--- config.mk ---
export PLATFORM = sky130hd
export DESIGN_NAME = ksd_decoder
export DESIGN_NICKNAME = d
export VERILOG_FILES = /design/src/ksd_pkg.sv /design/src/ksd_decoder.sv
export SDC_FILE = /design/constraint.sdc
export NUM_CORES = 2
export LEC_CHECK = 0
export ABC_CLOCK_PERIOD_IN_PS = 10500
export BUFFER_PORTS_ARGS = -buffer_cell sky130_fd_sc_hd__buf_2
export CORE_ASPECT_RATIO = 0.7
export CORE_MARGIN = 10
export CORE_UTILIZATION = 53
export DETAILED_ROUTE_END_ITERATION = 8
export PLACE_DENSITY = 0.69
export SLEW_MARGIN = 20
export SYNTH_ARGS = -nofsm -noshare
export SYNTH_HDL_FRONTEND = slang
export SYNTH_SLANG_ARGS = --single-unit
--- constraint.sdc ---
create_clock -name clk_sys -period 10.5 [get_ports clk_sys]
set_input_delay 0.525 -clock clk_sys [delete_from_list [all_inputs] [get_ports clk_sys]]
set_output_delay 0.525 -clock clk_sys [all_outputs]
set_load 0.02 [all_outputs]
--- src/ksd_pkg.sv ---
/*
  Constants, register map and types for the kernel segment decoder.
  Assumes a 64-bit virtual address, 32-bit physical address and an Avalon-MM register port.
*/
package ksd_pkg;
  localparam int VA_W = 64;
  localparam int PA_W = 32;
  localparam int PAGE_W = 12;
  localparam int VPN_W = 28;
  localparam int PFN_W = 20;
  localparam int ADDRESS_SPACE_IDENTIFIER_W = 8;
  localparam int ATTR_W = 3;

  // Register byte addresses
  localparam logic [5:0] REG_CTRL = 6'h00;
  localparam logic [5:0] REG_ADDRESS_SPACE_IDENTIFIER = 6'h04;
  localparam logic [5:0] REG_TLB_INDEX = 6'h08;
  localparam logic [5:0] REG_TLB_VPN = 6'h0c;
  localparam logic [5:0] REG_TLB_TAG = 6'h10;
  localparam logic [5:0] REG_TLB_PFN = 6'h14;
  localparam logic [5:0] REG_LAST_STATUS = 6'h18;
  localparam logic [5:0] REG_LAST_PADDR = 6'h1c;

  // Control register fields
  localparam int CTRL_PRIV_LSB = 0;
  localparam int CTRL_EXL_BIT = 2;
  localparam int CTRL_ERL_BIT = 3;
  localparam int CTRL_KX_BIT = 4;
  localparam int CTRL_K0_LSB = 5;
  localparam logic [7:0] CTRL_RESET = 8'h00;
  localparam logic [1:0] PRIV_KERNEL = 2'h0;

  // Translation buffer tag and frame fields
  localparam int TAG_REGION_LSB = 8;
  localparam int TAG_GLOBAL_BIT = 10;
  localparam int PFN_ATTR_LSB = 20;
  localparam int PFN_VALID_BIT = 23;

  localparam logic [ATTR_W-1:0] ATTR_UNCACHED = 3'h2;
  localparam logic [31:0] SEG0_BASE = 32'h8000_0000;
  localparam logic [31:0] SEG1_BASE = 32'ha000_0000;
  localparam logic [2:0] TOP_SEG0 = 3'h4;
  localparam logic [2:0] TOP_SEG1 = 3'h5;
  localparam logic [2:0] TOP_SSEG = 3'h6;
  localparam logic [1:0] REGION_USER = 2'h0;
  localparam logic [1:0] REGION_SUPER = 2'h1;
  localparam logic [1:0] REGION_PHYS = 2'h2;
  localparam logic [1:0] REGION_KERNEL = 2'h3;
  localparam int XVPN_TOP = 39;
  localparam int XKSEG_LIMIT_HI = 31;

  typedef enum logic [3:0] {
    KSD_SEG_NONE, KSD_SEG_USER, KSD_SEG_ZERO, KSD_SEG_ONE, KSD_SEG_SUPER, KSD_SEG_THREE,
    KSD_SEG_XUSER, KSD_SEG_XSUPER, KSD_SEG_XPHYS, KSD_SEG_XKERNEL,
    KSD_SEG_CZERO, KSD_SEG_CONE, KSD_SEG_CSUPER, KSD_SEG_CTHREE
  } ksd_seg_t;
endpackage

--- src/ksd_decoder.sv ---
/*
  Kernel segment decoder with a small translation buffer and an Avalon-MM register slave.
  Assumes one request per cycle from address generation; results appear one cycle later.
*/
`timescale 1ns/1ps
module ksd_decoder #(
  parameter int TLB_ENTRIES = 32
) (
  input wire logic clk_sys, // System clock
  input wire logic rst, // Synchronous reset, active high
  input wire logic [5:0] avs_address, // Register byte address
  input wire logic avs_read, // Read strobe
  input wire logic avs_write, // Write strobe
  input wire logic [31:0] avs_writedata, // Write data
  output logic [31:0] avs_readdata, // Read data
  output logic avs_waitrequest, // Stall until answer ready
  input wire logic req_valid, // Address to decode
  input wire logic [63:0] req_vaddr, // Virtual address
  output logic dec_valid, // Result valid pulse
  output ksd_pkg::ksd_seg_t dec_segment, // Selected segment
  output logic dec_kernel, // Kernel mode held
  output logic dec_mapped, // Went through lookup
  output logic dec_cached, // Cacheable access
  output logic [2:0] dec_cache_attr, // Cache attribute used
  output logic [7:0] dec_lookup_address_space_identifier, // Identifier appended to lookup
  output logic [27:0] dec_lookup_vpn, // Virtual page looked up
  output logic [31:0] dec_paddr, // Physical address
  output logic dec_addr_error, // Address error
  output logic dec_tlb_miss, // Mapped access missed
  output logic dec_xrefill // Miss goes to extended refill
);
  localparam int IDX_W = $clog2(TLB_ENTRIES);

  generate
    if (TLB_ENTRIES < 2 || TLB_ENTRIES > 32) begin : g_bad_entries
      $error("TLB_ENTRIES must be between 2 and 32");
    end
  endgenerate

  logic [7:0] ctrl_reg;
  logic [ksd_pkg::ADDRESS_SPACE_IDENTIFIER_W-1:0] address_space_identifier_reg;
  logic [IDX_W-1:0] tlb_index_reg;
  logic [ksd_pkg::VPN_W-1:0] tlb_vpn_reg;
  logic [10:0] tlb_tag_reg;
  logic [ksd_pkg::VPN_W-1:0] tlb_vpn_mem [TLB_ENTRIES];
  logic [ksd_pkg::ADDRESS_SPACE_IDENTIFIER_W-1:0] tlb_address_space_identifier_mem [TLB_ENTRIES];
  logic [1:0] tlb_region_mem [TLB_ENTRIES];
  logic [TLB_ENTRIES-1:0] tlb_global_reg;
  logic [TLB_ENTRIES-1:0] tlb_valid_reg;
  logic [ksd_pkg::PFN_W-1:0] tlb_pfn_mem [TLB_ENTRIES];
  logic [ksd_pkg::ATTR_W-1:0] tlb_attr_mem [TLB_ENTRIES];
  logic answer_reg;
  logic wr_take;

  logic [1:0] priv;
  logic exception_level_flag;
  logic error_level_flag;
  logic kx;
  logic [2:0] k0_attr;
  logic kernel;

  assign priv = ctrl_reg[ksd_pkg::CTRL_PRIV_LSB +: 2];
  assign exception_level_flag = ctrl_reg[ksd_pkg::CTRL_EXL_BIT];
  assign error_level_flag = ctrl_reg[ksd_pkg::CTRL_ERL_BIT];
  assign kx = ctrl_reg[ksd_pkg::CTRL_KX_BIT];
  assign k0_attr = ctrl_reg[ksd_pkg::CTRL_K0_LSB +: 3];
  assign kernel = (priv == ksd_pkg::PRIV_KERNEL) || exception_level_flag || error_level_flag;

  // Segment classification
  ksd_pkg::ksd_seg_t seg_next;
  logic mapped_next;
  logic cached_next;
  logic [2:0] attr_next;
  logic err_next;
  logic [1:0] region_next;
  logic [ksd_pkg::VPN_W-1:0] vpn_next;
  logic [31:0] direct_pa;
  logic compat;

  assign compat = (req_vaddr[63:62] == ksd_pkg::REGION_KERNEL) && (&req_vaddr[61:31]);

  always_comb begin
    seg_next = ksd_pkg::KSD_SEG_NONE;
    mapped_next = 1'b0;
    cached_next = 1'b0;
    attr_next = ksd_pkg::ATTR_UNCACHED;
    err_next = 1'b0;
    region_next = ksd_pkg::REGION_KERNEL;
    direct_pa = req_vaddr[31:0];
    vpn_next = {8'h00, req_vaddr[31:ksd_pkg::PAGE_W]};
    if (!kernel) begin
      seg_next = ksd_pkg::KSD_SEG_NONE;
    end else if (!kx) begin
      if (!req_vaddr[31]) begin
        seg_next = ksd_pkg::KSD_SEG_USER;
        region_next = ksd_pkg::REGION_USER;
        mapped_next = !error_level_flag;
        direct_pa = req_vaddr[31:0];
      end else if (req_vaddr[31:29] == ksd_pkg::TOP_SEG0) begin
        seg_next = ksd_pkg::KSD_SEG_ZERO;
        direct_pa = req_vaddr[31:0] - ksd_pkg::SEG0_BASE;
        attr_next = k0_attr;
        cached_next = (k0_attr != ksd_pkg::ATTR_UNCACHED);
      end else if (req_vaddr[31:29] == ksd_pkg::TOP_SEG1) begin
        seg_next = ksd_pkg::KSD_SEG_ONE;
        direct_pa = req_vaddr[31:0] - ksd_pkg::SEG1_BASE;
        cached_next = 1'b0;
      end else if (req_vaddr[31:29] == ksd_pkg::TOP_SSEG) begin
        seg_next = ksd_pkg::KSD_SEG_SUPER;
        region_next = ksd_pkg::REGION_SUPER;
        mapped_next = 1'b1;
      end else begin
        seg_next = ksd_pkg::KSD_SEG_THREE;
        mapped_next = 1'b1;
      end
    end else begin
      vpn_next = req_vaddr[ksd_pkg::XVPN_TOP:ksd_pkg::PAGE_W];
      region_next = req_vaddr[63:62];
      if (req_vaddr[63:62] == ksd_pkg::REGION_USER) begin
        seg_next = ksd_pkg::KSD_SEG_XUSER;
        if (error_level_flag) begin
          // Error level leaves only the low 2 GB reachable
          err_next = |req_vaddr[62:31];
        end else begin
          mapped_next = 1'b1;
          err_next = |req_vaddr[61:40];
        end
      end else if (req_vaddr[63:62] == ksd_pkg::REGION_SUPER) begin
        seg_next = ksd_pkg::KSD_SEG_XSUPER;
        mapped_next = 1'b1;
        err_next = |req_vaddr[61:40];
      end else if (req_vaddr[63:62] == ksd_pkg::REGION_PHYS) begin
        seg_next = ksd_pkg::KSD_SEG_XPHYS;
        attr_next = req_vaddr[61:59];
        cached_next = (req_vaddr[61:59] != ksd_pkg::ATTR_UNCACHED);
        err_next = |req_vaddr[58:32];
        direct_pa = req_vaddr[31:0];
      end else if (compat) begin
        vpn_next = {8'h00, req_vaddr[31:ksd_pkg::PAGE_W]};
        if (req_vaddr[31:29] == ksd_pkg::TOP_SEG0) begin
          seg_next = ksd_pkg::KSD_SEG_CZERO;
          direct_pa = req_vaddr[31:0] - ksd_pkg::SEG0_BASE;
          attr_next = k0_attr;
          cached_next = (k0_attr != ksd_pkg::ATTR_UNCACHED);
        end else if (req_vaddr[31:29] == ksd_pkg::TOP_SEG1) begin
          seg_next = ksd_pkg::KSD_SEG_CONE;
          direct_pa = req_vaddr[31:0] - ksd_pkg::SEG1_BASE;
        end else if (req_vaddr[31:29] == ksd_pkg::TOP_SSEG) begin
          seg_next = ksd_pkg::KSD_SEG_CSUPER;
          region_next = ksd_pkg::REGION_SUPER;
          mapped_next = 1'b1;
        end else begin
          seg_next = ksd_pkg::KSD_SEG_CTHREE;
          mapped_next = 1'b1;
        end
      end else begin
        seg_next = ksd_pkg::KSD_SEG_XKERNEL;
        mapped_next = 1'b1;
        // Top 2 GB below the 1 TB line belong to no segment
        err_next = (|req_vaddr[61:40]) || (&req_vaddr[39:ksd_pkg::XKSEG_LIMIT_HI]);
      end
    end
  end

  // Fully associative lookup
  logic hit;
  logic [ksd_pkg::PFN_W-1:0] hit_pfn;
  logic [ksd_pkg::ATTR_W-1:0] hit_attr;

  always_comb begin
    hit = 1'b0;
    hit_pfn = '0;
    hit_attr = ksd_pkg::ATTR_UNCACHED;
    for (int i = 0; i < TLB_ENTRIES; i++) begin
      if (tlb_valid_reg[i] && (tlb_vpn_mem[i] == vpn_next) && (tlb_region_mem[i] == region_next) &&
          (tlb_global_reg[i] || (tlb_address_space_identifier_mem[i] == address_space_identifier_reg)) && !hit) begin
        hit = 1'b1;
        hit_pfn = tlb_pfn_mem[i];
        hit_attr = tlb_attr_mem[i];
      end
    end
  end

  // Decode result registers
  always_ff @(posedge clk_sys) begin
    if (rst) begin
      dec_valid <= 1'b0;
      dec_segment <= ksd_pkg::KSD_SEG_NONE;
      dec_kernel <= 1'b0;
      dec_mapped <= 1'b0;
      dec_cached <= 1'b0;
      dec_cache_attr <= ksd_pkg::ATTR_UNCACHED;
      dec_lookup_address_space_identifier <= '0;
      dec_lookup_vpn <= '0;
      dec_paddr <= '0;
      dec_addr_error <= 1'b0;
      dec_tlb_miss <= 1'b0;
      dec_xrefill <= 1'b0;
    end else begin
      dec_valid <= req_valid;
      if (req_valid) begin
        dec_segment <= seg_next;
        dec_kernel <= kernel;
        dec_mapped <= mapped_next;
        dec_lookup_address_space_identifier <= address_space_identifier_reg;
        dec_lookup_vpn <= vpn_next;
        dec_addr_error <= err_next;
        dec_tlb_miss <= mapped_next && !err_next && !hit;
        dec_xrefill <= kx;
        if (mapped_next) begin
          dec_paddr <= {hit_pfn, req_vaddr[ksd_pkg::PAGE_W-1:0]};
          dec_cache_attr <= hit_attr;
          dec_cached <= hit && (hit_attr != ksd_pkg::ATTR_UNCACHED);
        end else begin
          dec_paddr <= direct_pa;
          dec_cache_attr <= attr_next;
          dec_cached <= cached_next;
        end
      end
    end
  end

  // Bus handshake: one wait cycle, then answer
  assign wr_take = avs_write && answer_reg;

  always_ff @(posedge clk_sys) begin
    if (rst) begin
      answer_reg <= 1'b0;
      avs_waitrequest <= 1'b1;
    end else begin
      answer_reg <= (avs_read || avs_write) && !answer_reg;
      avs_waitrequest <= !((avs_read || avs_write) && !answer_reg);
    end
  end

  always_ff @(posedge clk_sys) begin
    if (rst) begin
      avs_readdata <= '0;
    end else if (avs_read && !answer_reg) begin
      if (avs_address == ksd_pkg::REG_CTRL) begin
        avs_readdata <= {24'h000000, ctrl_reg};
      end else if (avs_address == ksd_pkg::REG_ADDRESS_SPACE_IDENTIFIER) begin
        avs_readdata <= {24'h000000, address_space_identifier_reg};
      end else if (avs_address == ksd_pkg::REG_TLB_INDEX) begin
        avs_readdata <= 32'(tlb_index_reg);
      end else if (avs_address == ksd_pkg::REG_TLB_VPN) begin
        avs_readdata <= {4'h0, tlb_vpn_reg};
      end else if (avs_address == ksd_pkg::REG_TLB_TAG) begin
        avs_readdata <= {21'h000000, tlb_tag_reg};
      end else if (avs_address == ksd_pkg::REG_LAST_STATUS) begin
        avs_readdata <= {19'h00000, dec_xrefill, dec_tlb_miss, dec_addr_error, dec_cached,
                         dec_mapped, dec_kernel, dec_cache_attr, dec_segment};
      end else if (avs_address == ksd_pkg::REG_LAST_PADDR) begin
        avs_readdata <= dec_paddr;
      end else begin
        // Frame register is write-only; unmapped reads give zero
        avs_readdata <= 32'h0000_0000;
      end
    end
  end

  // Mode and staging registers
  always_ff @(posedge clk_sys) begin
    if (rst) begin
      ctrl_reg <= ksd_pkg::CTRL_RESET;
      address_space_identifier_reg <= '0;
      tlb_index_reg <= '0;
      tlb_vpn_reg <= '0;
      tlb_tag_reg <= '0;
    end else if (wr_take) begin
      if (avs_address == ksd_pkg::REG_CTRL) begin
        ctrl_reg <= avs_writedata[7:0];
      end else if (avs_address == ksd_pkg::REG_ADDRESS_SPACE_IDENTIFIER) begin
        address_space_identifier_reg <= avs_writedata[ksd_pkg::ADDRESS_SPACE_IDENTIFIER_W-1:0];
      end else if (avs_address == ksd_pkg::REG_TLB_INDEX) begin
        tlb_index_reg <= avs_writedata[IDX_W-1:0];
      end else if (avs_address == ksd_pkg::REG_TLB_VPN) begin
        tlb_vpn_reg <= avs_writedata[ksd_pkg::VPN_W-1:0];
      end else if (avs_address == ksd_pkg::REG_TLB_TAG) begin
        tlb_tag_reg <= avs_writedata[10:0];
      end
    end
  end

  // Writing the frame register commits the staged entry
  always_ff @(posedge clk_sys) begin
    if (rst) begin
      tlb_valid_reg <= '0;
      tlb_global_reg <= '0;
    end else if (wr_take && (avs_address == ksd_pkg::REG_TLB_PFN)) begin
      tlb_valid_reg[tlb_index_reg] <= avs_writedata[ksd_pkg::PFN_VALID_BIT];
      tlb_global_reg[tlb_index_reg] <= tlb_tag_reg[ksd_pkg::TAG_GLOBAL_BIT];
    end
  end

  // Entry contents need no reset; the valid bits guard them
  always_ff @(posedge clk_sys) begin
    if (wr_take && (avs_address == ksd_pkg::REG_TLB_PFN)) begin
      tlb_vpn_mem[tlb_index_reg] <= tlb_vpn_reg;
      tlb_address_space_identifier_mem[tlb_index_reg] <= tlb_tag_reg[ksd_pkg::ADDRESS_SPACE_IDENTIFIER_W-1:0];
      tlb_region_mem[tlb_index_reg] <= tlb_tag_reg[ksd_pkg::TAG_REGION_LSB +: 2];
      tlb_pfn_mem[tlb_index_reg] <= avs_writedata[ksd_pkg::PFN_W-1:0];
      tlb_attr_mem[tlb_index_reg] <= avs_writedata[ksd_pkg::PFN_ATTR_LSB +: ksd_pkg::ATTR_W];
    end
  end
endmodule

# == Word-level counts from Yosys, hierarchy flattened ==
# Memory sizes are Yosys's and may differ from the RTL's.
# Index checks and enable logic that the tools add are counted.
# word_totals
inputBits,107
regBits,240
rom_bits,0
word_cells,556
latchBits,0
n_memories,5
ramBits,1952
out_inout_bits,115
# op_classes
div,0
mul,0
reduce_logical,221
addsub,2
shifts,0
bitwise,4
eq_ne,112
magnitude_cmp,2
n_mux,188
# mem_list
memory,words,width,read_ports,rd_clocked_by_memory_dff,wr,line,rtl
tlb_vpn_mem,32,28,32,0,1,ksd_decoder.sv:45,logic [ksd_pkg::VPN_W-1:0] tlb_vpn_mem [TLB_ENTRIES];
tlb_pfn_mem,32,20,32,0,1,ksd_decoder.sv:50,logic [ksd_pkg::PFN_W-1:0] tlb_pfn_mem [TLB_ENTRIES];
tlb_address_space_identifier_mem,32,8,32,0,1,ksd_decoder.sv:46,logic [ksd_pkg::ADDRESS_SPACE_IDENTIFIER_W-1:0] tlb_address_space_identifier_mem [TLB_ENTRIES];
tlb_attr_mem,32,3,32,0,1,ksd_decoder.sv:51,logic [ksd_pkg::ATTR_W-1:0] tlb_attr_mem [TLB_ENTRIES];
tlb_region_mem,32,2,32,0,1,ksd_decoder.sv:47,logic [1:0] tlb_region_mem [TLB_ENTRIES];
# op_table
operator,n
28-bit == test,32
20-bit two-way mux,32
32-bit two-way mux,19
8-bit == test,32
28-bit two-way mux,6
3-bit two-way mux,46
1-bit logical AND,136
32-bit bitwise mux,2
2-bit == test,32
"32-bit subtractor, second input constant",2
1-bit two-way mux,63
1-bit zero test,36
1-bit logical OR,36
32-bit OR reduction,1
31-bit AND reduction,1
27-bit OR reduction,1
2-bit two-way mux,13
"6-bit by 5-bit == test with 1-bit output, second input constant",4
4-bit two-way mux,6
22-bit OR reduction,1
"6-bit by 4-bit == test with 1-bit output, second input constant",2
"3-bit == test, second input constant",3
"3-bit by 2-bit inequality test with 1-bit output, second input constant",3
9-bit AND reduction,1
14 further kinds,19

# == Logic depth before layout (Yosys ltp) ==
# logic_depth
ltp_word,110
depth_mapped,29
depth_no_buf,18

# == Worst setup path after synthesis ==
# Ideal clock, no wire load.
# synth_timing
kind,in2reg
from,in req_vaddr[29]
to,reg dec_paddr[19]
arrival_ns,6.557
setup_time_ns,0.088
path_buffers,6
required_ns,10.412
path_slack_ns,3.855
stages,24
cell_sequence,buf_2 buf_1 buf_2 buf_1 inv_1 ha_1 or3b_1 buf_2 or4_4 nor2_4 nand2_1 a221o_1 nand4_2 nand3_4 or4_1 or4_1 buf_2 inv_1 a222oi_1 a311oi_1 o311ai_1 a32o_1 and4_1 o32ai_2
# synth_between
elab_chain_cells,108
elab_cells_between_ends,328
cone_classes,eq/ne (67); mux (103); reduce/logical (158)
# synth_rtl
element,line,rtl
start: declaration,ksd_decoder.sv:18,"input wire logic [63:0] req_vaddr,"
3-bit == test,"ksd_decoder.sv:108, ksd_decoder.sv:148",
2-bit two-way mux,ksd_decoder.sv:148,end else if (req_vaddr[31:29] == ksd_pkg::TOP_SSEG) begin
2-bit two-way mux,ksd_decoder.sv:145,end else if (req_vaddr[31:29] == ksd_pkg::TOP_SEG1) begin
2-bit two-way mux,ksd_decoder.sv:140,if (req_vaddr[31:29] == ksd_pkg::TOP_SEG0) begin
2-bit two-way mux,ksd_decoder.sv:138,end else if (compat) begin
2-bit two-way mux,ksd_decoder.sv:132,end else if (req_vaddr[63:62] == ksd_pkg::REGION_PHYS) begin
2-bit two-way mux,ksd_decoder.sv:128,end else if (req_vaddr[63:62] == ksd_pkg::REGION_SUPER) begin
2-bit two-way mux,ksd_decoder.sv:119,if (req_vaddr[63:62] == ksd_pkg::REGION_USER) begin
[... 92 more ...],--,
1-bit two-way mux,ksd_decoder.sv:175,if (tlb_valid_reg[i] && (tlb_vpn_mem[i] == vpn_next) && (tlb_region_mem[i] == region_next) &&
1-bit zero test,ksd_decoder.sv:176,(tlb_global_reg[i] || (tlb_address_space_identifier_mem[i] == address_space_identifier_reg)) && !hit) begin
1-bit logical AND,ksd_decoder.sv:176,
1-bit two-way mux,ksd_decoder.sv:175,
1-bit zero test,ksd_decoder.sv:176,
1-bit logical AND,ksd_decoder.sv:176,
20-bit two-way mux,ksd_decoder.sv:175,
32-bit two-way mux (*),ksd_decoder.sv:210,if (mapped_next) begin
end signal: assignment,ksd_decoder.sv:211,"dec_paddr <= {hit_pfn, req_vaddr[ksd_pkg::PAGE_W-1:0]};"
end signal: assignment,ksd_decoder.sv:215,dec_paddr <= direct_pa;
end: declaration,ksd_decoder.sv:27,"output logic [31:0] dec_paddr,"
# Every way passes the cells marked *; elsewhere a longest branch is shown, timed or not.
# A chain may end at the register's enable or synchronous reset.

# == Worst setup path in the final report ==
# layout_timing
from,in req_vaddr[30]
to,reg dec_paddr[21]
# Same word-level chain as after synthesis.

==> summary.md <==
| Metric | Value |
|---|---|
| Status | `complete, but fails checks` |
| Violations in the final reports | `design-rule violations` |
| DP Worst Slack | `around 2 ns` |
| Average footprint of a synthesized cell | `14.2 um2` |
| Die width | `515 um` |
| Skew final | `0.0548 ns` |
| Launch instance of the worst register-to-register path | `ctrl_reg[3]$_SDFFE_PP0P_` |
| Global route overflow | `0` |
| Routed Wire Length | `~320000 um` |
| Synthesis Warnings | `0` |
| Final Hold Slack | `0.0725 ns` |
| Final count of pins violating max slew | `0` |
| Residual antenna-violating net count after detailed routing | `0` |
| Largest registers | `tlb_vpn_mem x896, tlb_pfn_mem x640, tlb_address_space_identifier_mem x256` |
| Worst hold start | `req_vaddr[28]` |
| Unrepaired setup endpoints after global routing | `false` |
| Simple-gate area share of the yosys netlist | `8.34%` |
| Count of nets after finishing | `6812` |
| Power per Cell Area | `169 mW/mm2` |
| Leakage dissipation | `approximately 0.031 uW` |
| Element type at the critical path start | `input pin` |
| Row count | `127` |
| Starting utilization of the core area | `53.2%` |
| Post-synthesis xor/xnor area fraction | `under 10%` |
| Remaining design rule violation count | `2` |
| Drt first pass iters | `9` |
| Headroom to the max-slew limit | `16.4%` |
| CP max FO | `19` |
| Largest family of logic cells by synthesized area | `XOR/XNOR gates` |
| Average wire length per cell after detail routing | `~35 um` |
| Required time of the critical path | `between 10 and 15 ns` |
| Total core area | `0.171 mm2` |
| Endpoint kind of the worst setup timing path | `flop` |
| Period utilization | `76.4%` |
| Post-synthesis cell area | `around 0.09 mm2` |
| Placer congestion estimate | `0.970` |
| Detail Placement HPWL | `around 200000 um` |
| DR iter-0 viols | `11800` |
| Ys flop type | `edfxtp_1` |
| Placed Cells | `8738` |
| Slew at the pin closest to its max-slew limit | `between 1 and 1.5 ns` |
| Share of the synthesized area in the top cell type | `64.4%` |
| Post-cts resize count | `0` |
| Largest voltage drop on the vdd net | `189 uV` |
| CTS sink count | `roughly 2200` |
| Number of global-route vias before repair | `56800` |
| Number of synthesized flops with an enable pin | `1952` |
| Count of input and output buffers | `between 200 and 250` |
| Register name with the most flops | `tlb_vpn_mem` |
| Type of the worst min-delay path | `in -> reg` |
| Clk root buf | `clkbuf_16` |
| Share of synthesized cell area in full adder, half adder and majority cells | `0.0550%` |
| Post-synthesis async set-or-reset flop share | `0%` |
| Buffers inserted by post-CTS timing repair | `0` |
| Flip-flop count of the largest register after layout | `896` |
| Clock tree from TritonCTS | `done` |
| Share of layout cells above drive strength 1 | `roughly an eighth` |
| Die footprint | `0.189 mm2` |
| Timing startpoint of the critical path | `req_vaddr[30]` |
| Register area share after synthesis | `between 60% and 70%` |
| Num ports | `222` |
| Main area contributors after synthesis | `edfxtp_1 (64%), dfxtp_1 (5.3%), xor2_1 (5.1%)` |
| Number of distinct library cells after synthesis | `113` |
| Filler cells | `13000` |
| Nets in the synthesized netlist | `between 6000 and 7000` |
| Die Height | `367 um` |
| Count of max-cap constraint violations | `0` |
| Synth Register Bits | `2192` |
| First-pass GRT wire length | `about 440000 um` |
| Hold violation count in the final report | `0` |
| Relative area change from synthesis to final layout | `12.1%` |
| CTS max path bufs | `3` |
| Cell count after synthesis | `6397` |
| Skew-Pair Late Insertion Delay | `0.87 ns` |
| Post-layout total power | `about 17000 uW` |
| Clock-pin transition on the worst setup and hold timing paths | `approximately 0.070 ns` |
| Antenna violations before repair | `29` |
| Number of buffers added to fix hold violations after cts | `18` |
| Number of H-tree branching levels | `4` |
| Data arrival time of the worst path | `8.72 ns` |
| Pin count of the biggest net entering global routing | `slightly below 90` |
| Number of buffers inserted during clock tree synthesis | `200` |
| Max Freq | `0.125 GHz` |
| Via count normalized by instance count | `6.78` |
| Post-synth top area cell | `edfxtp_1` |
| Share of cell area taken by muxes after synthesis | `approximately 1.5%` |
| Final setup slack of the worst path | `between 2 and 2.5 ns` |
| Number of failing setup endpoints in the final timing report | `0` |
| Non-filler cells, final | `between 9000 and 10000` |
| Via count of the routed design | `61900` |
| Overall routing resource usage | `roughly a third` |
| Setup Total Neg Slack | `0 ns` |
| Final Critical Period | `around 8.0 ns` |
| Classification of the worst setup path | `in -> reg` |
| Complex-gate fraction of the synthesized area | `8.85%` |
-- cells in the final DEF, fill, tap and decap left out, types with 24 or more instances in the layout --
cell type / n
a22o_1: 49
a21oi_1: 279
o2111ai_1: 31
nor2_1: 316
nand2_1: 361
a221oi_1: 46
o22ai_1: 113
nor4_1: 173
o211ai_1: 25
clkinv_1: 39
or4_1: 31
or3_1: 38
nand2b_1: 27
nand4_1: 155
nor3_1: 110
inv_1: 108
o21ai_0: 151
nor2_4: 24
xor2_1: 530
a222oi_1: 47
clkinv_2: 27
xnor2_1: 440
buf_4: 214
clkbuf_1: 67
mux2i_1: 102
a211oi_1: 35
clkbuf_16: 207
a22oi_1: 91
buf_2: 214
a2111oi_0: 24
dfxtp_1: 211
edfxtp_1: 1952
nor2b_1: 31
nand3_1: 83
o221ai_1: 34
-- report_power, final --
group	switching [uW]	internal, uW
Combinational	421	157
Clock	3270	3930
Sequential	21.0	9410
-- synthesized netlist by cell type, types with 31 or more instances --
cell       count
nor2b_1       31
clkbuf_1     171
nor2_1       343
o21ai_0      153
mux2i_1      102
inv_1        117
edfxtp_1    1952
o2111ai_1     32
xnor2_1      440
a211oi_1      35
o22ai_1      113
nor3_1       115
or4_1         31
xor2_1       530
buf_1         35
o221ai_1      34
a22o_1        49
dfxtp_1      240
nor4_1       180
nand3_1       85
a221oi_1      46
a222oi_1      47
a21oi_1      283
nand4_1      155
nand2_1      361
or3_1         38
a22oi_1       91
buf_2        127
-- worst max-delay path, stage by stage --
cell and delay (ns):
buf_2 0.31, inv_1 0.25, ha_1 0.34, or3b_1 0.52
nor4_4 0.70, nand4_2 0.53, nand2_2 0.83, o22ai_1 0.16
or4b_1 0.93, nand3_4 0.35, nor4_2 0.17, and2_1 0.37
a222oi_1 0.44, nand4_1 0.24, o21ai_0 0.72, a221oi_1 0.22
a2111oi_0 0.71, o2111a_1 0.29, o32ai_1 0.07
-- through the flow --
step | instance area [um2] | util (%)
2_1_floorplan | 91000 | -
3_3_place_gp | 95400 | 55.8
3_5_place_dp | 95400 | 55.8
4_1_cts | 102000 | 59.6
5_1_grt | 102000 | 59.7
6_report | 102000 | 59.7
-- worst paths after layout --
check / to / slack [ns] / depth (start not counted)
worst max-delay path: dec_paddr[21]$_SDFFE_PP0P_ / 2.48 / 19
worst min-delay path: dec_lookup_vpn[16]$_SDFFE_PP0P_ / 0.07 / 3
worst max register to register: dec_paddr[22]$_SDFFE_PP0P_ / 2.90 / 19
worst min register to register: tlb_vpn_reg[14]$_SDFFE_PP0P_ / 0.46 / 2
-- logic make-up after synthesis --
kind of cell    after synthesis
flops                      2192
simple gates               1477
compound gates             1155
xor+xnor                    970
buf+inv                     473
mux                         126
fa+ha+maj                     4
-- layer usage --
layer / global-route usage [%] / routed length (um) / vias to the layer above
met1: 47.1 / 121000 / 31000
met2: 45.0 / 130000 / 5188
met5: 0 / 184 / -
li1: - / - / 25000
met4: 12.0 / 14300 / 14
met3: 12.5 / 54900 / 717
-- area by class of cell --
| cell class | count | area (um2) | share of cell area, % |
|---|---|---|---|
| Multi-Input combinational cell | 3732 | 25900 | 25.4 |
| Antenna cell | 6 | 15.0 | 0.0147 |
| Sequential cell | 2192 | 63500 | 62.2 |
| Timing Repair Buffer | 451 | 2950 | 2.89 |
| Clock inverter | 84 | 696 | 0.682 |
| Clock buffer | 292 | 5680 | 5.57 |
| Inverter | 124 | 465 | 0.456 |
| Tap cell | 2257 | 2820 | 2.77 |
(Power assumes the default switching activity.)
